**config.mk**
```make
export PLATFORM = sky130hd
export DESIGN_NAME = rsq_top
export DESIGN_NICKNAME = d
export VERILOG_FILES = /design/src/pkg/rsq_pkg.sv /design/src/hw/rsq_sqw_div.sv /design/src/hw/rsq_top.sv
export SDC_FILE = /design/constraint.sdc
export NUM_CORES = 1
export LEC_CHECK = 0
export BUFFER_PORTS_ARGS = -buffer_cell sky130_fd_sc_hd__buf_2
export CAP_MARGIN = 40
export CORE_MARGIN = 2
export CORE_UTILIZATION = 25
export CTS_CLUSTER_SIZE = 16
export DETAILED_ROUTE_END_ITERATION = 6
export GPL_TIMING_DRIVEN = 0
export PLACE_DENSITY = 0.38
export RECOVER_POWER = 25
export REMOVE_ABC_BUFFERS = 1
export SLEW_MARGIN = 25
export SYNTH_ARGS = -nofsm -noshare
export SYNTH_HDL_FRONTEND = slang
export SYNTH_SLANG_ARGS = --single-unit
```
**constraint.sdc**
```tcl
create_clock -name clk -period 3 [get_ports clk]
set_input_delay 0.6 -clock clk [delete_from_list [all_inputs] [get_ports clk]]
set_output_delay 0.6 -clock clk [all_outputs]
set_load 0.1 [all_outputs]
```
**src/pkg/rsq_pkg.sv**
```systemverilog
// rsq_pkg: constants, register map and state types for the rtc status and square-wave block
package rsq_pkg;

	// register addresses on the byte-wide register port
	localparam logic [7:0] ADDR_HALT    = 8'h01;
	localparam logic [7:0] ADDR_WDOG    = 8'h09;
	localparam logic [7:0] ADDR_ALMON   = 8'h0A;
	localparam logic [7:0] ADDR_FLAGS   = 8'h0F;
	localparam logic [7:0] ADDR_SQRATE  = 8'h13;
	localparam logic [7:0] ADDR_CENTURY = 8'h14;

	// field positions
	localparam int HALT_BIT        = 7;
	localparam int OSC_FAIL_IRQ_EN_BIT        = 7;
	localparam int SQ_EN_BIT       = 6;
	localparam int ABE_BIT         = 5;
	localparam int BL_BIT          = 4;
	localparam int OF_BIT          = 2;
	localparam int RATE_LSB        = 4;
	localparam int CENTURY_LSB_BIT = 6;
	localparam int CENTURY_MSB_BIT = 7;

	// values after reset
	localparam logic [7:0] WDOG_RST    = 8'h00;
	localparam logic [7:0] ALMON_RST   = 8'h00;
	localparam logic [3:0] RATE_RST    = 4'h1;
	localparam logic [1:0] CENTURY_RST = 2'h0;
	localparam logic       OF_RST      = 1'b1;
	localparam logic       BL_RST      = 1'b0;
	localparam logic       HALT_RST    = 1'b0;

	// rate codes
	localparam logic [3:0] RATE_NONE = 4'h0;
	localparam logic [3:0] RATE_FULL = 4'h1;

	// timing
	localparam int CLK_PERIOD_PS   = 5000;
	localparam int OSC_STALL_NS    = 100000;
	localparam int OSC_STALL_CYC   = (OSC_STALL_NS * 1000) / CLK_PERIOD_PS;
	localparam int BATT_SETTLE_NS  = 2000;
	localparam int BATT_SETTLE_CYC = (BATT_SETTLE_NS * 1000 + CLK_PERIOD_PS - 1) / CLK_PERIOD_PS;

	// battery check sequencer
	typedef enum logic [1:0] {
		BS_IDLE,
		BS_PWRUP,
		BS_LOAD,
		BS_SAMPLE
	} rsq_batt_state_t;

endpackage

```
**src/hw/rsq_sqw_div.sv**
```systemverilog
// rsq_sqw_div: square-wave divider from the sampled 32.768 kHz oscillator
`timescale 1ns/1ps
module rsq_sqw_div (
	input  wire logic       clk,
	input  wire logic       sys_rst,
	input  wire logic       osc_lvl,
	input  wire logic       osc_rise,
	input  wire logic [3:0] rate_sel,
	input  wire logic       run,
	output logic            sq_out
);

	typedef struct packed {
		logic [14:0] cnt;
		logic        sq;
	} rsq_div_st_t;

	rsq_div_st_t st_q;
	rsq_div_st_t st_d;
	logic [3:0]  tap;

	// bit k-1 of the ripple count has a period of 2^k oscillator cycles
	assign tap = rate_sel - 4'h1;

	// counter is free running so a rate change takes effect without restart
	always_comb begin
		st_d = st_q;
		if (osc_rise) begin
			st_d.cnt = st_q.cnt + 15'h0001;
		end
		if (!run || rate_sel == rsq_pkg::RATE_NONE) begin
			st_d.sq = 1'b0;
		end else if (rate_sel == rsq_pkg::RATE_FULL) begin
			st_d.sq = osc_lvl;
		end else begin
			st_d.sq = st_q.cnt[tap];
		end
	end

	always_ff @(posedge clk) begin
		if (sys_rst) begin
			st_q <= '0;
		end else begin
			st_q <= st_d;
		end
	end

	assign sq_out = st_q.sq;

endmodule

```
**src/hw/rsq_top.sv**
```systemverilog
// rsq_top: battery check, century and leap logic, oscillator fail flag and square-wave control
`timescale 1ns/1ps
module rsq_top #(
	parameter int OSC_STALL_CYC = rsq_pkg::OSC_STALL_CYC
) (
	input  wire logic       clk,
	input  wire logic       sys_rst,
	// register port
	input  wire logic [7:0] reg_addr,
	input  wire logic [7:0] reg_wdata,
	input  wire logic       reg_wr,
	input  wire logic       reg_rd,
	output logic      [7:0] reg_rdata,
	// oscillator and supply status
	input  wire logic       osc_in,
	input  wire logic       main_pwr_ok,
	input  wire logic       batt_below_thr,
	// time counter events
	input  wire logic       midnight_roll,
	input  wire logic       century_turn,
	input  wire logic [7:0] year_bcd,
	// outputs
	output logic            sq_wave_pin,
	output logic            batt_load_en,
	output logic            osc_halt_bit,
	output logic            osc_fail_irq,
	output logic      [1:0] century_bits,
	output logic            leap_year
);

	typedef struct packed {
		logic [7:0]               wdog;
		logic [7:0]               almon;
		logic [3:0]               rate;
		logic [1:0]               century;
		logic                     halt;
		logic                     of;
		logic                     bl;
		logic                     load;
		rsq_pkg::rsq_batt_state_t bst;
		logic [15:0]              bcnt;
		logic [23:0]              stall;
		logic                     osc_prev;
		logic                     pwr_prev;
		logic                     irq;
		logic                     leap;
		logic [7:0]               rdata;
	} rsq_top_st_t;

	rsq_top_st_t st_q;
	rsq_top_st_t st_d;

	logic        osc_rise;
	logic        osc_fall;
	logic        osc_stopped;
	logic        pwr_up_evt;
	logic        sq_run;
	logic        wr_flags;
	logic        wr_wdog;
	logic        wr_almon;
	logic        wr_rate;
	logic        wr_century;
	logic        wr_halt;
	logic        osc_fail_irq_en;
	logic        backup_irq_en;
	logic        sq_out_en;
	logic        year_div4;
	logic        year_zero;
	logic [7:0]  flags_view;
	// helper terms feeding the next-state block
	logic        irq_gate;
	logic        fail_clr_req;
	logic        fail_set_evt;
	logic        chk_pwrup_go;
	logic        chk_mid_go;
	logic        settle_done;
	logic [3:0]  wr_rate_val;
	logic [1:0]  wr_century_val;
	logic [7:0]  halt_view;
	logic [7:0]  rate_view;
	logic [7:0]  century_view;
	logic        leap_next;
	logic [23:0] stall_next;
	logic [1:0]  century_next;

	// oscillator edges from the synchronous pin sample
	assign osc_rise = osc_in && !st_q.osc_prev;
	assign osc_fall = !osc_in && st_q.osc_prev;

	// a stall that reaches the window length counts as a stopped oscillator
	assign osc_stopped = (st_q.stall >= 24'(OSC_STALL_CYC));

	// main supply coming up, including release from reset with supply present
	assign pwr_up_evt = main_pwr_ok && !st_q.pwr_prev;

	// register write decodes
	assign wr_flags   = reg_wr && (reg_addr == rsq_pkg::ADDR_FLAGS);
	assign wr_wdog    = reg_wr && (reg_addr == rsq_pkg::ADDR_WDOG);
	assign wr_almon   = reg_wr && (reg_addr == rsq_pkg::ADDR_ALMON);
	assign wr_rate    = reg_wr && (reg_addr == rsq_pkg::ADDR_SQRATE);
	assign wr_century = reg_wr && (reg_addr == rsq_pkg::ADDR_CENTURY);
	assign wr_halt    = reg_wr && (reg_addr == rsq_pkg::ADDR_HALT);

	// control bits held inside the shared registers
	assign osc_fail_irq_en = st_q.wdog[rsq_pkg::OSC_FAIL_IRQ_EN_BIT];
	assign backup_irq_en   = st_q.almon[rsq_pkg::ABE_BIT];
	assign sq_out_en       = st_q.almon[rsq_pkg::SQ_EN_BIT];

	// square wave only while enabled and on main supply
	assign sq_run = sq_out_en && main_pwr_ok;

	// bcd year divisible by four: even tens with 0/4/8, odd tens with 2/6
	always_comb begin
		if (year_bcd[4]) begin
			year_div4 = (year_bcd[3:0] == 4'h2) || (year_bcd[3:0] == 4'h6);
		end else begin
			year_div4 = (year_bcd[3:0] == 4'h0) || (year_bcd[3:0] == 4'h4) || (year_bcd[3:0] == 4'h8);
		end
	end

	assign year_zero = (year_bcd == 8'h00);

	// flags view: only battery-low and oscillator-fail live here, the rest read zero
	always_comb begin
		flags_view                   = 8'h00;
		flags_view[rsq_pkg::BL_BIT]  = st_q.bl;
		flags_view[rsq_pkg::OF_BIT]  = st_q.of;
	end

	// the other read views, reserved bits read zero so software can mask blindly
	always_comb begin
		halt_view                               = 8'h00;
		halt_view[rsq_pkg::HALT_BIT]            = st_q.halt;
		rate_view                               = 8'h00;
		rate_view[rsq_pkg::RATE_LSB +: 4]       = st_q.rate;
		century_view                            = 8'h00;
		century_view[rsq_pkg::CENTURY_MSB_BIT]  = st_q.century[1];
		century_view[rsq_pkg::CENTURY_LSB_BIT]  = st_q.century[0];
	end

	// write fields pulled out once so the next-state block stays readable
	assign wr_rate_val    = reg_wdata[rsq_pkg::RATE_LSB +: 4];
	assign wr_century_val = {reg_wdata[rsq_pkg::CENTURY_MSB_BIT], reg_wdata[rsq_pkg::CENTURY_LSB_BIT]};

	// fail flag terms: a clear needs a zero in the flag position, any stop or halt sets
	assign fail_clr_req = wr_flags && !reg_wdata[rsq_pkg::OF_BIT];
	assign fail_set_evt = osc_stopped || st_q.halt;

	// interrupt gate: on main supply the enable alone, in backup the backup enable too
	assign irq_gate = osc_fail_irq_en && (main_pwr_ok || backup_irq_en);

	// battery checks only start while main supply is present, never in backup
	assign chk_pwrup_go = main_pwr_ok && pwr_up_evt;
	assign chk_mid_go   = main_pwr_ok && midnight_roll;

	// end of the settle window under load
	assign settle_done = (st_q.bcnt == 16'(rsq_pkg::BATT_SETTLE_CYC - 1));

	// leap decision for the current year and century
	always_comb begin
		if (year_zero) begin
			leap_next = (st_q.century == 2'h0);
		end else begin
			leap_next = year_div4;
		end
	end

	// stall count: restart on any edge, hold once the window is reached so it never wraps
	always_comb begin
		if (osc_rise || osc_fall) begin
			stall_next = 24'h000000;
		end else if (!osc_stopped) begin
			stall_next = st_q.stall + 24'h000001;
		end else begin
			stall_next = st_q.stall;
		end
	end

	// century next value: a software load wins over the turn in the same cycle
	always_comb begin
		if (wr_century) begin
			century_next = wr_century_val;
		end else if (century_turn) begin
			century_next = st_q.century + 2'h1;
		end else begin
			century_next = st_q.century;
		end
	end

	// next-state logic for the whole block
	always_comb begin
		st_d = st_q;

		// edge and power history
		st_d.osc_prev = osc_in;
		st_d.pwr_prev = main_pwr_ok;

		// stall counter restarts on every oscillator edge and saturates
		st_d.stall = stall_next;

		// plain register stores
		if (wr_wdog) begin
			st_d.wdog = reg_wdata;
		end
		if (wr_almon) begin
			st_d.almon = reg_wdata;
		end
		if (wr_rate) begin
			st_d.rate = wr_rate_val;
		end
		if (wr_halt) begin
			st_d.halt = reg_wdata[rsq_pkg::HALT_BIT];
		end

		// century counter: software load, else binary step at each century turn
		st_d.century = century_next;

		// leap year: divisible by four, a century year only when the field is 00
		st_d.leap = leap_next;

		// oscillator fail flag: a write of zero clears, a stop or halt sets and wins.
		// detection keeps running in backup, there is no supply term here.
		if (fail_clr_req) begin
			st_d.of = 1'b0;
		end
		if (fail_set_evt) begin
			st_d.of = 1'b1;
		end

		// interrupt level: flag and enable, plus backup enable when off main supply.
		// it follows the enable both ways, so re-enabling with the flag up reasserts.
		st_d.irq = st_d.of && irq_gate;

		// battery check sequencer
		case (st_q.bst)
			rsq_pkg::BS_IDLE: begin
				// wait for a start event, nothing is loaded here
				st_d.load = 1'b0;
				st_d.bcnt = 16'h0000;
				if (chk_pwrup_go) begin
					st_d.bst = rsq_pkg::BS_PWRUP;
				end else if (chk_mid_go) begin
					st_d.bst  = rsq_pkg::BS_LOAD;
					st_d.load = 1'b1;
				end
			end
			rsq_pkg::BS_PWRUP: begin
				// compare straight away, the cell already carried the backup load
				st_d.load = 1'b0;
				if (main_pwr_ok) begin
					st_d.bl = batt_below_thr;
				end
				st_d.bst = rsq_pkg::BS_IDLE;
			end
			rsq_pkg::BS_LOAD: begin
				// let the cell settle under load before comparing
				st_d.load = 1'b1;
				if (!main_pwr_ok) begin
					st_d.load = 1'b0;
					st_d.bst  = rsq_pkg::BS_IDLE;
				end else if (settle_done) begin
					st_d.bst = rsq_pkg::BS_SAMPLE;
				end else begin
					st_d.bcnt = st_q.bcnt + 16'h0001;
				end
			end
			rsq_pkg::BS_SAMPLE: begin
				// compare under load, then remove it on the way back to idle
				if (main_pwr_ok) begin
					st_d.bl = batt_below_thr;
				end
				st_d.load = 1'b0;
				st_d.bst  = rsq_pkg::BS_IDLE;
			end
			default: begin
				st_d.load = 1'b0;
				st_d.bst  = rsq_pkg::BS_IDLE;
			end
		endcase

		// read data stands in the cycle after the strobe only
		st_d.rdata = 8'h00;
		if (reg_rd) begin
			case (reg_addr)
				rsq_pkg::ADDR_HALT: begin
					st_d.rdata = halt_view;
				end
				rsq_pkg::ADDR_WDOG: begin
					st_d.rdata = st_q.wdog;
				end
				rsq_pkg::ADDR_ALMON: begin
					st_d.rdata = st_q.almon;
				end
				rsq_pkg::ADDR_FLAGS: begin
					// reading has no side effect on either flag
					st_d.rdata = flags_view;
				end
				rsq_pkg::ADDR_SQRATE: begin
					st_d.rdata = rate_view;
				end
				rsq_pkg::ADDR_CENTURY: begin
					st_d.rdata = century_view;
				end
				default: begin
					st_d.rdata = 8'h00;
				end
			endcase
		end
	end

	// single state register; fail flag comes up set at first power
	always_ff @(posedge clk) begin
		if (sys_rst) begin
			st_q          <= '0;
			st_q.wdog     <= rsq_pkg::WDOG_RST;
			st_q.almon    <= rsq_pkg::ALMON_RST;
			st_q.rate     <= rsq_pkg::RATE_RST;
			st_q.century  <= rsq_pkg::CENTURY_RST;
			st_q.halt     <= rsq_pkg::HALT_RST;
			st_q.of       <= rsq_pkg::OF_RST;
			st_q.bl       <= rsq_pkg::BL_RST;
			st_q.bst      <= rsq_pkg::BS_IDLE;
		end else begin
			st_q <= st_d;
		end
	end

	// square-wave divider, gated to a static low when not running
	rsq_sqw_div u_div (
		.clk      (clk),
		.sys_rst  (sys_rst),
		.osc_lvl  (osc_in),
		.osc_rise (osc_rise),
		.rate_sel (st_q.rate),
		.run      (sq_run),
		.sq_out   (sq_wave_pin)
	);

	// registered outputs
	assign reg_rdata    = st_q.rdata;
	assign batt_load_en = st_q.load;
	assign osc_halt_bit = st_q.halt;
	assign osc_fail_irq = st_q.irq;
	assign century_bits = st_q.century;
	assign leap_year    = st_q.leap;

endmodule

```
Word level (Yosys, flattened, before mapping). Cells that the tools add are included.

Order comparisons: 2. Reduce and logical (&&, ||, !) cells: 41. $mul: 0. Bitwise operators: 1. Divide/modulo/power cells: 0. Shifts and indexed selects: 0. Add/subtract/negate cells: 5. Equal/unequal tests: 19. Muxes and demuxes: 20.

Operators with widths (count): $pmux W8 S6 (1); $mux W16 (2); $pmux W16 S2 (1); $add A24 B1 Y24 const B (1); $eq A8 B4 Y1 const B (3); $ge A24 B15 Y1 const B (1); $add A16 B1 Y16 const B (1); $eq A16 B9 Y1 const B (1); $eq A8 B5 Y1 const B (2); $add A15 B1 Y15 const B (1); $logic_and A1 B1 Y1 (15); $mux W2 (5); $pmux W3 S3 (1); $eq A4 B3 Y1 const B (2); $eq A8 B1 Y1 const B (1); $logic_not A4 Y1 (2); $logic_not A8 Y1 (1); $mux W1 (8); $reduce_or A2 Y1 (4); $logic_or A1 B1 Y1 (7); $ne A3 B3 Y1 const B (2); $logic_not A1 Y1 (5); $lt A4 B5 Y1 const B (1); $bmux W1 S4 (1); 14 further kinds (19).

Word-level logic and storage cells: 106. Flip-flop bits (word level): 96. Output and inout bits: 15. Memory bits (writable): 0. ROM bits: 0. Input bits: 33. Memories kept: 0. Bits in latches: 0.

Longest topological paths before layout. Gate-level depths: netlist of run 1.

Depth in word-level cells: 6. Gate-level depth with buffers: 7. Mapped depth without buffers: 7.

Hierarchy. A second synthesis of run 1 with hierarchy kept.

Cell total of the unflattened synthesis: 502. Area, all modules: 4550.6 um2.

By module, submodules not included: rsq_top (cells each 402, seq. area each 1601.5 um2, area an instance 3601.0 um2, instances 1); rsq_sqw_div (cells each 100, seq. area each 320.3 um2, area an instance 949.7 um2, instances 1).

Worst setup path before layout of run 1. No wires, ideal clock.

Kind: input-to-reg. From: input reg_addr[5]. To: register st_q, in the netlist backup_irq_en. Path buffers: 1. Data required time: 2872 ps. Stages: 6. Slack: 974 ps. Arrival: 1898 ps. Library setup time: 128 ps. Path through: nor3_1 and3_1 buf_2 nand3_1 mux2i_1 nor2_1.

Word-level cells in the longest chain between the ends: 2.

Ends and longest elaborated chain: from (decl) (line rsq_top.sv:9) `input wire logic [7:0] reg_addr,`; $eq A8 B4 Y1 (line rsq_top.sv:99) `assign wr_almon = reg_wr && (reg_addr == rsq_pkg::ADDR_ALMON);`; $logic_and A1 B1 Y1 (line rsq_top.sv:99); to (signal assigned) (line rsq_top.sv:324) `st_q <= st_d;`; to (decl) (line rsq_top.sv:50) `rsq_top_st_t st_q;`.

Every way passes these cells. A chain may end at the register's enable or synchronous reset.

Final worst setup path of run 1.
From: input sys_rst. To: register st_q[20] (netlist bit).

Word-level cells in the longest chain between the ends: 1.

Ends and longest elaborated chain: from (decl) (line rsq_top.sv:7) `input wire logic sys_rst,`; $reduce_or A2 Y1 (no source line).

Every way passes these cells.

==> metrics.md, run 1 <==
| Metric | Value |
|---|---|
| PortBufs | `between 40 and 50` |
| Synth Register Bits | `96` |
| Initial cell density of the core | `~25%` |
| Slew headroom | `a little under a fifth` |
| Prevailing post-synth register cell | `dfxtp_1` |
| Hold Buf Count CTS | `0` |
| Leak Pwr | `a little over 0.002 µW` |
| Clk_lat worst skew | `approximately 350 ps` |
| Max IR drop VDD | `around 240 µV` |
| P per Cell Area | `between 500 and 600 nW/µm²` |
| Share of cells above drive strength 1 | `between 10% and 20%` |
| DIE AREA | `18,600 µm²` |
| EDFF count, synth | `0` |
| # nets final | `about 560` |
| Final ANT Viol Nets | `0` |
| Slew Viols, Final | `0` |
| Startpoint Class | `primary input` |
| Worst r2r src | `rate_view[4]` |
| Clk sinks | `96` |
| Hold Path Cell Cnt | `2` |
| Via density per instance | `4.63` |
| Worst Path Required | `3290 ps` |
| Total vias in the final route | `about 3,500` |
| CP arrival | `roughly 2600 ps` |
| Crit Path Class | `primary input to flip-flop` |
| CTS H-tree depth | `3` |
| First-pass GRT wire length | `16,500 µm` |
| Final Cycle Share | `77.7%` |
| Asr flop ratio synth | `0%` |
| Final setup fails | `0` |
| Ys Warns | `0` |
| Reg clk slew, reported paths | `approximately 70 ps` |
| Global route overflow | `0` |
| Flop-to-flop setup slack | `about 760 ps` |
| CP Capture Type | `flip-flop` |
| HP Start | `year_bcd[0]` |
| End point of the worst hold path | `leap_year` |
| Gpl congestion | `between 0.7 and 0.8` |
| TritonCTS Buffers | `9` |
| Avg Cell Area, Syn | `between 8 and 9 µm²` |
| Top-Level Pins | `between 40 and 50` |
| GRT Total Usage | `a little under an eighth` |
| CTS tree | `done` |
| Crit Path Max Fanout | `34` |
| Unrepaired setup endpoints after global routing | `false` |
| R2r endpoint | `u_div.sq_out` |
| FF+latch area | `~1900 µm²` |
| Final Skew | `5.88 ps` |
| Vias in the first global route | `3,246` |
| Antenna violations before repair | `1` |
| Die Y | `~140 µm` |
| Post-CTS Setup Inserts | `0` |
| Detail Placement HPWL | `~7300 µm` |
| CTS Buffer Depth | `2` |
| Pre-antenna DRT Iters | `4` |
| Clock root cell | `clkbuf_16` |
| Reg2Reg Depth | `6` |
| Die Wd | `between 100 and 150 µm` |
| Cell Rows | `48` |
| Mapped cell area | `approximately 4400 µm²` |
| Cells resized by post-CTS repair | `0` |
| Post-route DRC | `0` |
| Average wire per standard cell | `around 13 µm` |
| Cells after Synth | `between 400 and 500` |
| Status | `complete, no violations` |
| Final Hold Viols | `0` |
| Core Area | `approximately 17,000 µm²` |
| Hold Path Class | `primary input to flip-flop` |
| Upper clock frequency limit | `~430 MHz` |
| Footprint of the multi-input gates | `~2200 µm²` |
| Pin count of the biggest net entering global routing | `35` |
| Filler cells | `around 1,800` |
| Sequential area share after synthesis | `between 40% and 50%` |
| Fin Setup TNS | `0 ps` |
| WL final | `10,000 µm` |
| Synth unique cells | `between 50 and 60` |
| Maxcap violations | `0` |
| Slew @ Worst Pin | `1210 ps` |
| First DRT Iteration DRCs | `~170` |
| Area Growth Syn to Fin | `17.2%` |
| Final min period | `~2300 ps` |
| Final Total Pwr | `roughly 2900 µW` |
cells in the mapped netlist, types with 2 or more instances:
| cell | instances | area share, % |
|---|---|---|
| a2111oi_0 | 2 | 0.40 |
| a211o_1 | 2 | 0.40 |
| a211oi_1 | 3 | 0.51 |
| a21oi_1 | 14 | 1.6 |
| a22oi_1 | 7 | 1.2 |
| a31o_2 | 2 | 0.40 |
| a31oi_1 | 6 | 0.86 |
| a32o_1 | 2 | 0.46 |
| a41o_1 | 3 | 0.68 |
| and2_1 | 12 | 1.7 |
| and3_1 | 11 | 1.6 |
| and4_1 | 3 | 0.60 |
| buf_2 | 2 | 0.23 |
| buf_4 | 10 | 1.7 |
| clkbuf_1 | 16 | 1.4 |
| dfxtp_1 | 96 | 44 |
| ha_1 | 8 | 2.3 |
| inv_1 | 17 | 1.5 |
| mux2_2 | 2 | 0.51 |
| mux2i_1 | 28 | 6.4 |
| mux4_2 | 3 | 1.5 |
| nand2_1 | 27 | 2.3 |
| nand2b_1 | 6 | 0.86 |
| nand3_1 | 22 | 2.5 |
| nand3b_1 | 2 | 0.34 |
| nand4_1 | 13 | 1.9 |
| nor2_1 | 71 | 6.1 |
| nor2b_1 | 6 | 0.86 |
| nor3_1 | 16 | 1.8 |
| nor3b_1 | 4 | 0.68 |
| nor4_1 | 6 | 0.86 |
| nor4_2 | 2 | 0.57 |
| o21ai_0 | 9 | 1.0 |
| or3_1 | 6 | 0.86 |
| or4_1 | 4 | 0.68 |
| xnor2_1 | 9 | 1.8 |
| xor2_1 | 21 | 4.2 |
worst max-delay path: stages:
cell and delay (ps):
clkbuf_1 350, buf_12 310, nor2b_1 940, nand2_1 120
a31oi_1 180, a41o_1 110
layer usage:
layer / part of all wire [%] / GRT usage, % / vias to the layer above / wire, µm
met5: 0 / 0 / - / 0
met4: 2.1 / 6.13 / 0 / 212
met3: 5.2 / 3.06 / 15 / 519
met2: 44 / 17.4 / 59 / 4420
met1: 49 / 14.9 / 1610 / 4880
li1: - / - / 1784 / -
cell type report:
type,count,area share (%)
antenna,1,0.0487
clock buffer,9,4.38
clock inverter,7,2.78
inverter,17,1.24
multi-input combinational,346,43.8
sequential,96,37.4
tap,225,5.48
timing repair buffer,48,4.85
flip-flops by register name, summed over array words and instances (netlist names), 2 cells and up:
| signal | count |
|---|---|
| century_bits | 2 |
| flags_view | 2 |
| rate_view | 4 |
| reg_rdata | 8 |
| st_q | 57 |
| u_div.st_q | 15 |
kinds of logic after synthesis:
kind of cell / Yosys count / share of synthesized area (%)
XOR/XNOR: 30 / 5.99
adder cells (fa/ha/maj): 8 / 2.28
AO/OA/AOI/OAI: 58 / 9.08
buffers and inverters: 46 / 4.85
AND/OR/NAND/NOR: 217 / 25.5
multiplexers: 33 / 8.45
flip-flops: 96 / 43.8
how the worst max path moves through the flow:
stage,from,endpoint,cells after the start
after floorplan,century_bits[0],leap_year,7
after global placement,reg_addr[5],sq_out_en,6
after detailed placement,reg_addr[5],backup_irq_en,6
after CTS,reg_addr[5],backup_irq_en,6
after global routing,sys_rst,st_q[19],6
final,sys_rst,st_q[20],6
per-stage QoR:
stage / setup WS [ps] / utilization, % / cell area [µm²] / cells / hold WS (ps)
2_1_floorplan: 827 / - / 4240 / 459 / 430
6_report: 669 / 29.8 / 5140 / 749 / 408
3_3_place_gp: 336 / 27.6 / 4750 / 731 / 443
4_1_cts: 739 / 29.8 / 5140 / 748 / 390
5_1_grt: 334 / 29.8 / 5130 / 748 / 402
3_5_place_dp: 358 / 27.7 / 4770 / 732 / 446
placed cells by master (no fill, tap or decap), types with 3 or more instances in the layout:
master / n
a22oi_1: 7
dfxtp_1: 96
nand2_1: 27
nor4_1: 6
nand2b_1: 6
a31oi_1: 6
nor2_1: 71
buf_2: 42
inv_1: 17
nor3_1: 16
mux2i_1: 28
or4_1: 4
xor2_1: 21
o21ai_0: 9
and4_1: 3
a21oi_1: 14
nand3_1: 22
mux4_2: 3
clkbuf_16: 9
or3_1: 6
clkbuf_1: 5
a41o_1: 3
nand4_1: 13
xnor2_1: 9
nor2b_1: 6
a211oi_1: 3
nor3b_1: 4
and3_1: 11
ha_1: 8
and2_1: 10
bufinv_16: 4
power by group:
part | leakage (µW) | total, µW | switching, µW | internal [µW]
sequential | 0.000775 | 1300 | 11.8 | 1290
combinational | 0.00111 | 156 | 105 | 51.1
clock | 0.000180 | 1410 | 511 | 902
Power figures use the tool's default switching activity.
==> run 2: changes to the inputs <==
--- a/config.mk
+++ b/config.mk
@@ -12,7 +12,7 @@
 export CTS_CLUSTER_SIZE = 16
 export DETAILED_ROUTE_END_ITERATION = 6
 export GPL_TIMING_DRIVEN = 0
-export PLACE_DENSITY = 0.38
+export PLACE_DENSITY = 0.39
 export RECOVER_POWER = 25
 export REMOVE_ABC_BUFFERS = 1
 export SLEW_MARGIN = 25
==> constraint.sdc (replaced) <==
create_clock -name clk -period 2.1 [get_ports clk]
set_input_delay 0.42 -clock clk [delete_from_list [all_inputs] [get_ports clk]]
set_output_delay 0.42 -clock clk [all_outputs]
set_load 0.1 [all_outputs]
==> metrics.md, run 2 (synthesized netlist as in run 1, its figures left out) <==
| Metric | Value |
|---|---|
| Filler cells | `1,812` |
| Final ANT Viol Nets | `0` |
| Final Cycle Share | `a little over nine tenths` |
| Vias in the first global route | `3,281` |
| Global route overflow | `0` |
| Unrepaired setup endpoints after global routing | `true` |
| Footprint of the multi-input gates | `between 2000 and 2500 µm²` |
| Largest Register | `st_q` |
| Gpl congestion | `~0.75` |
| Top-Level Pins | `between 40 and 50` |
| Fin area | `5140 µm²` |
| Final Util | `between 20% and 30%` |
| Comb pwr share | `roughly 6%` |
| Hold Buf Count CTS | `0` |
| Status | `complete, no violations` |
| Fin Setup TNS | `0 ps` |
| Initial cell density of the core | `around 25%` |
| Startpoint Class | `flip-flop` |
| Core Area | `17,200 µm²` |
| Worst r2r src | `rate_view[4]` |
| Leak Pwr | `~0.0021 µW` |
| Average wire per standard cell | `13.6 µm` |
| Final Hold Viols | `0` |
| Final Skew | `between 6 and 7 ps` |
| Final min period | `a little under 2000 ps` |
| Upper clock frequency limit | `just over 500 MHz` |
| Maxcap violations | `0` |
| # nets final | `roughly 560` |
| Via density per instance | `4.69` |
| TritonCTS Buffers | `9` |
| DP Worst Slack | `-382 ps` |
| CTS H-tree depth | `3` |
| Worst Path Required | `2290 ps` |
| Max reg flops | `57` |
| Area Growth Syn to Fin | `17.2%` |
| Hold Path Class | `primary input to flip-flop` |
| Crit Path Class | `flip-flop to flip-flop` |
| Share of cells above drive strength 1 | `about 16%` |
| Reg clk slew, reported paths | `70 ps` |
| Slew Viols, Final | `0` |
| Clk_lat worst skew | `around 340 ps` |
| Final setup margin | `117 ps` |
| Clock power share | `46.3%` |
| GRT Total Usage | `around 11%` |
| Antenna violations before repair | `1` |
| Total vias in the final route | `roughly 3,500` |
| Crit. Startpoint | `rate_view[4]` |
| Switching share of total power | `around 22%` |
| Slew @ Worst Pin | `911 ps` |
| Most frequent cells in the layout | `95 x dfxtp_1, 71 x nor2_1, 37 x buf_2, 28 x mux2i_1, 27 x nand2_1` |
| PortBufs | `47` |
| Pre-antenna DRT Iters | `4` |
| Crit Path Max Fanout | `8` |
| Share of power burned in registers | `47.9%` |
| Clock root cell | `clkbuf_16` |
| Pin count of the biggest net entering global routing | `34` |
| CP arrival | `2180 ps` |
| Post-route DRC | `0` |
| Cell Rows | `48` |
| Clk sinks | `between 90 and 100` |
| Detail Placement HPWL | `~7200 µm` |
| Final setup fails | `0` |
| Die Wd | `around 140 µm` |
| Internal Power | `3010 µW` |
| Slew headroom | `approximately 39%` |
| Net Sw Power | `approximately 860 µW` |
| Die Y | `around 140 µm` |
| CTS Buffer Depth | `2` |
| Max IR drop VDD | `around 370 µV` |
| First-pass GRT wire length | `around 17,000 µm` |
| DP Area | `between 4000 and 5000 µm²` |
| DIE AREA | `about 19,000 µm²` |
| Most common cell after layout, fill and taps aside | `dfxtp_1` |
| WL final | `between 10,000 and 15,000 µm` |
| HP Start | `year_bcd[0]` |
| P per Cell Area | `754 nW/µm²` |
| CP Capture Type | `flip-flop` |
| FF+latch area | `between 1500 and 2000 µm²` |
| CTS tree | `done` |
| First DRT Iteration DRCs | `136` |
[run 2: repair_timing]
item / in CTS / in global routing
pin swaps: 1 / 0
setup buffers: 0 / 0
hold endpoints to repair: 0 / 0
resized for setup: 5 / 4
setup endpoints to repair: 13 / 15
[run 2: metrics by stage]
step           instances  hold slack, ps  power [µW]
4_1_cts              747             219        3950
3_3_place_gp         731             444        2120
5_1_grt              747             229        4060
2_1_floorplan        459             430        2020
6_report             748             237        3870
3_5_place_dp         732             445        2120
[run 2: final cells by class]
cell class | instances | share of cell area [%]
clock buffers | 12 | 4.99
multi-input cells | 346 | 44.6
diodes | 1 | 0.0487
inverters | 17 | 1.24
well taps | 225 | 5.48
clock inverters | 3 | 1.27
flip-flops and latches | 96 | 37.4
repair buffers | 48 | 4.95
[run 2: final timing paths]
path         slack (ps)  cells after the start           end
min                 240                      2     leap_year
max reg2reg         120                      6  u_div.sq_out
max                 120                      6  u_div.sq_out
min reg2reg         460                      1      st_q[29]
[run 2: critical path, cell delays in order, from the launching register on]
cell	delay, ps
dfxtp_2	460
inv_1	110
ha_2	410
mux4_2	310
mux2_2	280
nor3b_1	170
a211oi_1	90
[run 2: power groups by stage]
| stage | logic [µW] | registers (µW) | clock network (µW) |
|---|---|---|---|
| after global routing | 251 | 1860 | 1950 |
| after global placement | 223 | 1890 | 0 |
| after detailed placement | 230 | 1890 | 0 |
| final | 227 | 1850 | 1790 |
| after CTS | 232 | 1850 | 1860 |
| after floorplan | 91.4 | 1930 | 0 |
[run 2: layer usage]
metal  part of all wire, %  track usage [%]
met3                   5.1             3.24
met5                     0                0
met2                    45             18.6
met4                   1.5             4.11
met1                    48             14.4
